## config.mk

```make
export PLATFORM = sky130hd
export DESIGN_NAME = tpg_gpio
export DESIGN_NICKNAME = d
export VERILOG_FILES = /design/src/tpg_gpio.v /design/src/tpg_port.v
export VERILOG_INCLUDE_DIRS = /design/src
export SDC_FILE = /design/constraint.sdc
export NUM_CORES = 1
export LEC_CHECK = 0
export BUFFER_PORTS_ARGS = -buffer_cell sky130_fd_sc_hd__buf_4
export CAP_MARGIN = 20
export CORE_MARGIN = 2
export CORE_UTILIZATION = 45
export DETAILED_ROUTE_END_ITERATION = 16
export MAX_ROUTING_LAYER = met4
export PLACE_DENSITY_LB_ADDON = 0.3
export SLEW_MARGIN = 20
export SYNTH_ARGS = -nofsm -noshare
export SYNTH_HDL_FRONTEND = slang
export SYNTH_SLANG_ARGS = --single-unit
```

## constraint.sdc

```tcl
create_clock -name sys_clk -period 4.9 [get_ports sys_clk]
set_clock_uncertainty 0.15 [all_clocks]
set_input_delay 0.98 -clock sys_clk [delete_from_list [all_inputs] [get_ports sys_clk]]
set_output_delay 0.98 -clock sys_clk [all_outputs]
set_load 0.005 [all_outputs]
```

## src/tpg_defines.vh

```
`ifndef TPG_DEFINES_VH
`define TPG_DEFINES_VH

// ----------------------------------------
// Register indices; byte address is four times the index
// ----------------------------------------
`define TPG_IDX_PORT0_DATA 8'h80
`define TPG_IDX_PORT1_DATA 8'h90
`define TPG_IDX_PORT1_DIR 8'h91
`define TPG_IDX_PORT1_PULL 8'h92
`define TPG_IDX_DRIVE_CFG 8'h97
`define TPG_IDX_PORT0_DIR 8'h9a
`define TPG_IDX_PORT0_PULL 8'h9b
`define TPG_IDX_DISP_COM 8'h9c
`define TPG_IDX_PORT2_DATA 8'ha0
`define TPG_IDX_PORT2_DIR 8'ha1
`define TPG_IDX_PORT2_PULL 8'ha2

// ----------------------------------------
// Implemented bit masks per port
// ----------------------------------------
`define TPG_MASK_PORT0 8'h3f
`define TPG_MASK_PORT1 8'hcf
`define TPG_MASK_PORT2 8'hf3
`define TPG_MASK_DISP 8'h1f

// ----------------------------------------
// Drive level fields
// ----------------------------------------
`define TPG_PORT2_UPPER_MSB 7
`define TPG_PORT2_UPPER_LSB 6
`define TPG_PORT2_LOWER_MSB 5
`define TPG_PORT2_LOWER_LSB 4
`define TPG_PORT0_UPPER_MSB 3
`define TPG_PORT0_UPPER_LSB 2
`define TPG_PORT0_LOWER_MSB 1
`define TPG_PORT0_LOWER_LSB 0

// ----------------------------------------
// Reset values and bus answers
// ----------------------------------------
`define TPG_RESET_BYTE 8'h00
`define TPG_RESP_OKAY 2'h0
`define TPG_RESP_SLVERR 2'h2

`endif

```

## src/tpg_gpio.v

```verilog
// Register access over AXI4-Lite was decided locally.
`timescale 1ns/1ps
`include "tpg_defines.vh"

// What this block does
// - Direction bit: 0 input, 1 push-pull
// - Pull-up bit: 0 floating, 1 pull-up
// - Output pins read back actual pin state
// - Pull-up input rests high, low externally
// - Bits 7:6 set port 2 upper drive
// - Bits 5:4 set port 2 lower drive
// - Bits 3:2 set port 0 upper drive
// - Bits 1:0 set port 0 lower drive
// - Eighteen pins; other positions unimplemented
// - Port 0 pins 0-4 half-supply display output
module tpg_gpio #(
   parameter ADDR_WIDTH = 12
) (
   // Clock and reset
   input wire sys_clk,
   input wire reset,
   // AXI4-Lite write address
   input wire [ADDR_WIDTH-1:0] s_axi_awaddr,
   input wire s_axi_awvalid,
   output reg s_axi_awready,
   // AXI4-Lite write data
   input wire [31:0] s_axi_wdata,
   input wire [3:0] s_axi_wstrb,
   input wire s_axi_wvalid,
   output reg s_axi_wready,
   // AXI4-Lite write response
   output reg [1:0] s_axi_bresp,
   output reg s_axi_bvalid,
   input wire s_axi_bready,
   // AXI4-Lite read address
   input wire [ADDR_WIDTH-1:0] s_axi_araddr,
   input wire s_axi_arvalid,
   output reg s_axi_arready,
   // AXI4-Lite read data
   output reg [31:0] s_axi_rdata,
   output reg [1:0] s_axi_rresp,
   output reg s_axi_rvalid,
   input wire s_axi_rready,
   // Port pads
   input wire [7:0] port0PadIn,
   input wire [7:0] port1PadIn,
   input wire [7:0] port2PadIn,
   output wire [7:0] port0PadOut,
   output wire [7:0] port1PadOut,
   output wire [7:0] port2PadOut,
   output wire [7:0] port0PadOe,
   output wire [7:0] port1PadOe,
   output wire [7:0] port2PadOe,
   output wire [7:0] port0Pullup,
   output wire [7:0] port1Pullup,
   output wire [7:0] port2Pullup,
   output wire [7:0] port0HalfSupply,
   // Source drive levels per nibble
   output reg [1:0] port2UpperDriveLevel,
   output reg [1:0] port2LowerDriveLevel,
   output reg [1:0] port0UpperDriveLevel,
   output reg [1:0] port0LowerDriveLevel
);

   // ----------------------------------------
   // Registers
   // ----------------------------------------
   reg [7:0] port0Data_ff;
   reg [7:0] port1Data_ff;
   reg [7:0] port2Data_ff;
   reg [7:0] port0Dir_ff;
   reg [7:0] port1Dir_ff;
   reg [7:0] port2Dir_ff;
   reg [7:0] port0Pull_ff;
   reg [7:0] port1Pull_ff;
   reg [7:0] port2Pull_ff;
   reg [7:0] driveCfg_ff;
   reg [7:0] dispCom_ff;

   // Next register values
   reg [7:0] nxt_port0Data;
   reg [7:0] nxt_port1Data;
   reg [7:0] nxt_port2Data;
   reg [7:0] nxt_port0Dir;
   reg [7:0] nxt_port1Dir;
   reg [7:0] nxt_port2Dir;
   reg [7:0] nxt_port0Pull;
   reg [7:0] nxt_port1Pull;
   reg [7:0] nxt_port2Pull;
   reg [7:0] nxt_driveCfg;
   reg [7:0] nxt_dispCom;

   // Write channel holding state
   reg awHeld_ff;
   reg wHeld_ff;
   reg [ADDR_WIDTH-1:0] awAddr_ff;
   reg [7:0] wByte_ff;
   reg wLane0_ff;

   wire [7:0] port0Read;
   wire [7:0] port1Read;
   wire [7:0] port2Read;

   // ----------------------------------------
   // Address decode
   // ----------------------------------------
   function [3:0] regSel;
      input [ADDR_WIDTH-1:0] addr;
      reg [ADDR_WIDTH-1:0] idx;
      begin
         regSel = 4'hf;
         idx = addr >> 2;
         // Only aligned words within the index range decode
         if (addr[1:0] == 2'h0 && idx[ADDR_WIDTH-1:8] == 0) begin
            case (idx[7:0])
               `TPG_IDX_PORT0_DATA: regSel = 4'h0;
               `TPG_IDX_PORT1_DATA: regSel = 4'h1;
               `TPG_IDX_PORT1_DIR: regSel = 4'h2;
               `TPG_IDX_PORT1_PULL: regSel = 4'h3;
               `TPG_IDX_DRIVE_CFG: regSel = 4'h4;
               `TPG_IDX_PORT0_DIR: regSel = 4'h5;
               `TPG_IDX_PORT0_PULL: regSel = 4'h6;
               `TPG_IDX_DISP_COM: regSel = 4'h7;
               `TPG_IDX_PORT2_DATA: regSel = 4'h8;
               `TPG_IDX_PORT2_DIR: regSel = 4'h9;
               `TPG_IDX_PORT2_PULL: regSel = 4'ha;
               default: regSel = 4'hf;
            endcase
         end
      end
   endfunction

   wire [3:0] wrSel = regSel(awAddr_ff);
   wire [3:0] rdSel = regSel(s_axi_araddr);
   wire doWrite = awHeld_ff && wHeld_ff && !s_axi_bvalid;
   wire wrLive = doWrite && wLane0_ff;

   // ----------------------------------------
   // Write path
   // ----------------------------------------
   always @(posedge sys_clk) begin
      if (reset) begin
         s_axi_awready <= 1'b0;
         s_axi_wready <= 1'b0;
         s_axi_bvalid <= 1'b0;
         s_axi_bresp <= `TPG_RESP_OKAY;
         awHeld_ff <= 1'b0;
         wHeld_ff <= 1'b0;
         awAddr_ff <= {ADDR_WIDTH{1'b0}};
         wByte_ff <= `TPG_RESET_BYTE;
         wLane0_ff <= 1'b0;
      end else begin
         // Ready pulses for one cycle while a slot is free
         s_axi_awready <= !awHeld_ff && s_axi_awvalid && !s_axi_awready;
         s_axi_wready <= !wHeld_ff && s_axi_wvalid && !s_axi_wready;
         if (s_axi_awvalid && s_axi_awready) begin
            awHeld_ff <= 1'b1;
            awAddr_ff <= s_axi_awaddr;
         end
         if (s_axi_wvalid && s_axi_wready) begin
            wHeld_ff <= 1'b1;
            wByte_ff <= s_axi_wdata[7:0];
            wLane0_ff <= s_axi_wstrb[0];
         end
         if (doWrite) begin
            awHeld_ff <= 1'b0;
            wHeld_ff <= 1'b0;
            s_axi_bvalid <= 1'b1;
            s_axi_bresp <= (wrSel == 4'hf) ? `TPG_RESP_SLVERR : `TPG_RESP_OKAY;
         end else if (s_axi_bvalid && s_axi_bready) begin
            s_axi_bvalid <= 1'b0;
         end
      end
   end

   // ----------------------------------------
   // Control registers
   // ----------------------------------------
   // Byte lane 0 off or an unmapped address leaves every register alone
   always @* begin
      nxt_port0Data = port0Data_ff;
      nxt_port1Data = port1Data_ff;
      nxt_port2Data = port2Data_ff;
      nxt_port0Dir = port0Dir_ff;
      nxt_port1Dir = port1Dir_ff;
      nxt_port2Dir = port2Dir_ff;
      nxt_port0Pull = port0Pull_ff;
      nxt_port1Pull = port1Pull_ff;
      nxt_port2Pull = port2Pull_ff;
      nxt_driveCfg = driveCfg_ff;
      nxt_dispCom = dispCom_ff;
      if (wrLive) begin
         case (wrSel)
            4'h0: nxt_port0Data = wByte_ff & `TPG_MASK_PORT0;
            4'h1: nxt_port1Data = wByte_ff & `TPG_MASK_PORT1;
            4'h2: nxt_port1Dir = wByte_ff & `TPG_MASK_PORT1;
            4'h3: nxt_port1Pull = wByte_ff & `TPG_MASK_PORT1;
            4'h4: nxt_driveCfg = wByte_ff;
            4'h5: nxt_port0Dir = wByte_ff & `TPG_MASK_PORT0;
            4'h6: nxt_port0Pull = wByte_ff & `TPG_MASK_PORT0;
            4'h7: nxt_dispCom = wByte_ff & `TPG_MASK_DISP;
            4'h8: nxt_port2Data = wByte_ff & `TPG_MASK_PORT2;
            4'h9: nxt_port2Dir = wByte_ff & `TPG_MASK_PORT2;
            4'ha: nxt_port2Pull = wByte_ff & `TPG_MASK_PORT2;
            default: nxt_dispCom = dispCom_ff;
         endcase
      end
   end

   always @(posedge sys_clk) begin
      if (reset) begin
         port0Data_ff <= `TPG_RESET_BYTE;
         port1Data_ff <= `TPG_RESET_BYTE;
         port2Data_ff <= `TPG_RESET_BYTE;
         port0Dir_ff <= `TPG_RESET_BYTE;
         port1Dir_ff <= `TPG_RESET_BYTE;
         port2Dir_ff <= `TPG_RESET_BYTE;
         port0Pull_ff <= `TPG_RESET_BYTE;
         port1Pull_ff <= `TPG_RESET_BYTE;
         port2Pull_ff <= `TPG_RESET_BYTE;
         driveCfg_ff <= `TPG_RESET_BYTE;
         dispCom_ff <= `TPG_RESET_BYTE;
      end else begin
         port0Data_ff <= nxt_port0Data;
         port1Data_ff <= nxt_port1Data;
         port2Data_ff <= nxt_port2Data;
         port0Dir_ff <= nxt_port0Dir;
         port1Dir_ff <= nxt_port1Dir;
         port2Dir_ff <= nxt_port2Dir;
         port0Pull_ff <= nxt_port0Pull;
         port1Pull_ff <= nxt_port1Pull;
         port2Pull_ff <= nxt_port2Pull;
         driveCfg_ff <= nxt_driveCfg;
         dispCom_ff <= nxt_dispCom;
      end
   end

   // ----------------------------------------
   // Drive levels
   // ----------------------------------------
   // Registered out; 00 strongest, 11 weakest
   always @(posedge sys_clk) begin
      if (reset) begin
         port2UpperDriveLevel <= 2'h0;
         port2LowerDriveLevel <= 2'h0;
         port0UpperDriveLevel <= 2'h0;
         port0LowerDriveLevel <= 2'h0;
      end else begin
         port2UpperDriveLevel <= driveCfg_ff[`TPG_PORT2_UPPER_MSB:`TPG_PORT2_UPPER_LSB];
         port2LowerDriveLevel <= driveCfg_ff[`TPG_PORT2_LOWER_MSB:`TPG_PORT2_LOWER_LSB];
         port0UpperDriveLevel <= driveCfg_ff[`TPG_PORT0_UPPER_MSB:`TPG_PORT0_UPPER_LSB];
         port0LowerDriveLevel <= driveCfg_ff[`TPG_PORT0_LOWER_MSB:`TPG_PORT0_LOWER_LSB];
      end
   end

   // ----------------------------------------
   // Read path
   // ----------------------------------------
   reg [7:0] rdByte;
   always @* begin
      rdByte = `TPG_RESET_BYTE;
      case (rdSel)
         4'h0: rdByte = port0Read;
         4'h1: rdByte = port1Read;
         4'h2: rdByte = port1Dir_ff;
         4'h3: rdByte = port1Pull_ff;
         4'h4: rdByte = driveCfg_ff;
         4'h5: rdByte = port0Dir_ff;
         4'h6: rdByte = port0Pull_ff;
         4'h7: rdByte = dispCom_ff;
         4'h8: rdByte = port2Read;
         4'h9: rdByte = port2Dir_ff;
         4'ha: rdByte = port2Pull_ff;
         default: rdByte = `TPG_RESET_BYTE;
      endcase
   end

   always @(posedge sys_clk) begin
      if (reset) begin
         s_axi_arready <= 1'b0;
         s_axi_rvalid <= 1'b0;
         s_axi_rdata <= 32'h00000000;
         s_axi_rresp <= `TPG_RESP_OKAY;
      end else begin
         s_axi_arready <= s_axi_arvalid && !s_axi_arready && !s_axi_rvalid;
         if (s_axi_arvalid && s_axi_arready) begin
            s_axi_rvalid <= 1'b1;
            s_axi_rdata <= {24'h000000, rdByte};
            s_axi_rresp <= (rdSel == 4'hf) ? `TPG_RESP_SLVERR : `TPG_RESP_OKAY;
         end else if (s_axi_rvalid && s_axi_rready) begin
            s_axi_rvalid <= 1'b0;
         end
      end
   end

   // ----------------------------------------
   // Port instances
   // ----------------------------------------
   // Unimplemented pins are masked by IMPL_MASK and never driven
   tpg_port #(.IMPL_MASK(`TPG_MASK_PORT0)) port0Inst (
      .sys_clk(sys_clk),
      .reset(reset),
      .dirBits(port0Dir_ff),
      .pullBits(port0Pull_ff),
      .dataLatch(port0Data_ff),
      .dispBits(dispCom_ff),
      .padIn(port0PadIn),
      .padOut(port0PadOut),
      .padOe(port0PadOe),
      .padPullup(port0Pullup),
      .padHalfSupply(port0HalfSupply),
      .readValue(port0Read)
   );

   tpg_port #(.IMPL_MASK(`TPG_MASK_PORT1)) port1Inst (
      .sys_clk(sys_clk),
      .reset(reset),
      .dirBits(port1Dir_ff),
      .pullBits(port1Pull_ff),
      .dataLatch(port1Data_ff),
      .dispBits(8'h00),
      .padIn(port1PadIn),
      .padOut(port1PadOut),
      .padOe(port1PadOe),
      .padPullup(port1Pullup),
      .padHalfSupply(),
      .readValue(port1Read)
   );

   tpg_port #(.IMPL_MASK(`TPG_MASK_PORT2)) port2Inst (
      .sys_clk(sys_clk),
      .reset(reset),
      .dirBits(port2Dir_ff),
      .pullBits(port2Pull_ff),
      .dataLatch(port2Data_ff),
      .dispBits(8'h00),
      .padIn(port2PadIn),
      .padOut(port2PadOut),
      .padOe(port2PadOe),
      .padPullup(port2Pullup),
      .padHalfSupply(),
      .readValue(port2Read)
   );

endmodule // tpg_gpio

```

## src/tpg_port.v

```verilog
`timescale 1ns/1ps
`include "tpg_defines.vh"

// One 8-bit port: pad control and synchronised read-back
module tpg_port #(
   parameter [7:0] IMPL_MASK = 8'hff
) (
   // Clock and reset
   input wire sys_clk,
   input wire reset,
   // Configuration
   input wire [7:0] dirBits,
   input wire [7:0] pullBits,
   input wire [7:0] dataLatch,
   input wire [7:0] dispBits,
   // Pads
   input wire [7:0] padIn,
   output reg [7:0] padOut,
   output reg [7:0] padOe,
   output reg [7:0] padPullup,
   output reg [7:0] padHalfSupply,
   // Read-back
   output wire [7:0] readValue
);

   reg [7:0] sync1_ff;
   reg [7:0] sync2_ff;

   always @(posedge sys_clk) begin
      if (reset) begin
         sync1_ff <= `TPG_RESET_BYTE;
         sync2_ff <= `TPG_RESET_BYTE;
         padOut <= `TPG_RESET_BYTE;
         padOe <= `TPG_RESET_BYTE;
         padPullup <= `TPG_RESET_BYTE;
         padHalfSupply <= `TPG_RESET_BYTE;
      end else begin
         sync1_ff <= padIn;
         sync2_ff <= sync1_ff;
         padOut <= dataLatch & IMPL_MASK;
         // Half-supply override takes the pad off push-pull
         padOe <= dirBits & ~dispBits & IMPL_MASK;
         padHalfSupply <= dispBits & IMPL_MASK;
         // Pull-up only meaningful while an input
         padPullup <= pullBits & ~dirBits & IMPL_MASK;
      end
   end

   // Output pins read their actual pad level too
   assign readValue = sync2_ff & IMPL_MASK;

endmodule // tpg_port

```

==> key figures <==
Status
  – Status: complete, no violations

Power
  – Switching Share: 21.6%
  – Switch Pwr: 0.777 mW
  – Sequential Power Share: 48.1%
  – Clock power share: 47.7%
  – Leak: 4.32 nW
  – Combinational share of power: 4.2%
  – P per Cell Area: 366 nW/um^2
  – Pwr Total: 3.60 mW
  – Int Power: 2.82 mW
  – Peak supply drop: 0.236 mV

Floorplanning
  – Row Count: 48
  – Die height: 138 um
  – Die X: 138 um
  – Starting Density: 46.3%
  – Std-Cell Core Area: 17400 sq um
  – # IOs: 220
  – Die footprint: 19000 sq um

Detailed routing
  – Post-DR vias/cell: 5.07
  – DRC: 0
  – Pre-Repair DR Iteration Count: 5
  – ANT nets after route: 0
  – DRT iter0 DRCs: 566
  – DRT Wirelength: 19600 um
  – DR vias: 6065
  – Drt wl/cell: 16.4 um

Worst setup path
  – Worst Reg-to-Reg Cells: 5
  – Critical Path RT: 5170 ps
  – Slowest CP cell: nor4b_2
  – Setup CP Type: input pin to flop
  – R2r endpoint: port2Data_ff[1]$_SDFFE_PP0P_
  – Critical R2R Launch: awAddr_ff[11]$_SDFFE_PP0P_
  – CP startpoint kind: input pin
  – Worst Path Arrival: 3510 ps
  – Worst reg-to-reg setup slack: 2160 ps
  – Worst-path maximum fanout: 15
  – Slowest Stage Delay on Critical Path: 570 ps
  – Delay-heaviest family, CP: simple AND/OR/NAND/NOR gates
  – Crit path buffers/inverters: 1
  – Crit end category: flop
  – Worst path cell trace: buf_4, nor4b_2, nand4_1, o21ai_1, o21a_1, a222oi_1, or4b_1, o211ai_1

Hold path
  – Worst Min Path Start: port2Inst.sync1_ff[0]$_SDFF_PP0_
  – Hold Crit Class: flop to flop
  – Hold depth: 1
  – Min-Delay Endpoint: port2Inst.sync2_ff[0]$_SDFF_PP0_

Synthesis
  – Multiplexer share of the synthesized area: 5.62%
  – Xor-xnor portion of the synthesized cell area: 0.652%
  – Sequential share of the synthesized area: 51.7%
  – Mapped Area: 8060 sq um
  – Syn avg cell area: 9.72 sq um
  – Main combinational cell family by area after synthesis: simple AND/OR/NAND/NOR gates
  – Adder-cell share of the synthesized area: 0%
  – Simple-Gate Fraction of Synth Area: 22.8%
  – Flops & latches, synth: 208
  – Post-synth ARST share: 0%
  – Post-synth top flop: dfxtp_1
  – Post-synthesis compound-gate area fraction: 11.5%
  – Synthesis Warnings: 0
  – Mapped Cells: 829
  – Post-synth EDFFs: 0
  – Synth cell types: 72

Clock tree
  – CTS Buf Count: 21
  – Clock transition at path regs: 70 ps
  – CTS tree: yes
  – Clk root buf: clkbuf_16
  – Post-CTS setup buffers: 0
  – Cts hold-fix bufs: 0
  – Resize count post-CTS: 0
  – H-tree levels: 1
  – Clk buf depth: 3
  – Clock Latency Late Sink: 500 ps
  – # clock sinks: 208

Global routing
  – First-pass GRT wire length: 30100 um
  – Vias in the first global route: 5537
  – GR Overflow Total: 0
  – Tot GR Track Use: 21.0%
  – Pin count of the biggest net entering global routing: 98
  – Initial antenna violation count: 0

Timing
  – Final max-slew violation count: 0
  – Hold Fails Final Rpt: 0
  – Fin crit share: 66.2%
  – RSZ-0062 raised after global routing: no
  – Fmax: 308 MHz
  – Minimum clock period: 3240 ps
  – Post-Route Setup TNS: 0 ps
  – Worst Tran Pin Value: 1030 ps
  – Max_slew headroom: 30.7%
  – Setup-failing EPs final: 0

Placement
  – Port buffer count: 139
  – Final Wtd Congestion: 0.944
  – Final HPWL DP: 14000 um
  – DP Area: 9080 sq um

Finish
  – Commonest non-fill, non-tap cell in the layout: dfxtp_1
  – Fraction of layout cells with a size suffix above 1: 20.3%
  – Final instance area: 9840 sq um
  – Synthesis-to-finish area growth: 22.1%
  – Diode count: 0
  – Most frequent cells in the layout: dfxtp_1 (208), buf_4 (143), nand2_1 (76), nor2b_1 (66), nor2_1 (48)
  – NumNets Final: 1047

Job
  – Max cap viols: 0
[cell families (layout without fill, tap and decap cells)]
logic type                count (synthesis)  count (layout)
xor gates and xnor gates                  6               6
and+or+nand+nor                         318             318
DFF                                     208             208
buffers and inverters                   115             211
AOI/OAI and AO/OA                       136             136
muxes                                    45              45
other                                     1              47
[power by group through the flow]
stage | Combinational (mW) | Clock [mW] | Sequential [mW]
6_report | 0.152 | 1.72 | 1.73
5_1_grt | 0.168 | 1.82 | 1.73
4_1_cts | 0.151 | 1.74 | 1.73
3_5_place_dp | 0.151 | 0 | 1.77
3_3_place_gp | 0.150 | 0 | 1.77
2_1_floorplan | 0.120 | 0 | 1.76
[stage by stage]
stage                     setup slack, ps  hold WS [ps]  std cells  util, %
final                                1660           283       1196     56.5
after global routing                 1630           304       1196     56.5
after CTS                            1710           286       1196     56.5
after detailed placement             1220           273       1158     52.1
after global placement               1220           273       1158     52.1
after floorplan                      2050           257        875        -
[routing by layer]
layer  global-route usage (%)  vias to the layer above  part of all wire [%]
met5                        -                        -                     0
met3                     2.32                       36                   6.9
li1                         -                     3005                     -
met2                     31.2                      241                    44
met1                     30.1                     2783                    47
met4                     6.46                        0                   2.6
[cell usage after synthesis (2+ instances only)]
cell type	instances	share of area [%]
nand2b_1	30	2.3
and3_1	2	0.16
a22oi_1	13	1.2
nor2_1	48	2.2
nand3_1	5	0.31
dfxtp_1	208	52
a21o_1	14	1.3
a222oi_1	4	0.50
nor4bb_1	4	0.50
xnor2_1	4	0.43
buf_2	5	0.31
buf_4	48	4.5
and2_1	7	0.54
clkbuf_1	31	1.4
a221o_1	5	0.62
nor3b_1	26	2.4
a221oi_1	2	0.22
inv_1	30	1.4
nand3b_1	18	1.7
nand2_1	76	3.5
and3b_1	2	0.22
nor2b_1	66	5.1
nor3_1	6	0.37
a211oi_1	2	0.19
nor4b_1	3	0.33
o21ai_1	2	0.12
xor2_1	2	0.22
and4bb_2	2	0.31
a31oi_1	8	0.62
nor4_1	2	0.16
nand4_1	4	0.31
a21oi_1	32	2.0
o211ai_1	4	0.37
mux2i_1	43	5.3
o21a_1	3	0.28
o21ai_0	27	1.7
a22o_1	6	0.65
[area by class of cell]
type / instances / area (sq um)
repair buffers: 143 / 1070
well taps: 225 / 282
flip-flops and latches: 208 / 4160
clock buffers: 24 / 557
fillers: 1567 / 7580
clock inverters: 14 / 198
multi-input cells: 552 / 3450
inverters: 30 / 113
[flip-flops by register name, summed over array words and instances, names as in the netlist, 8 cells and up]
signal and count:
driveCfg_ff 8, awAddr_ff 12, wByte_ff 8, s_axi_rdata 8
[worst max-delay path by stage]
stage	cells past startpoint	start	to
after floorplan	8	s_axi_araddr[4]	s_axi_rdata[4]$_SDFFE_PP0P_
after global placement	7	s_axi_araddr[8]	s_axi_rdata[3]$_SDFFE_PP0P_
after detailed placement	7	s_axi_araddr[8]	s_axi_rdata[3]$_SDFFE_PP0P_
after CTS	8	s_axi_araddr[4]	s_axi_rdata[3]$_SDFFE_PP0P_
after global routing	8	s_axi_araddr[4]	s_axi_rdata[3]$_SDFFE_PP0P_
final	8	s_axi_araddr[4]	s_axi_rdata[3]$_SDFFE_PP0P_
No activity file was read; power rests on OpenSTA's default activity.
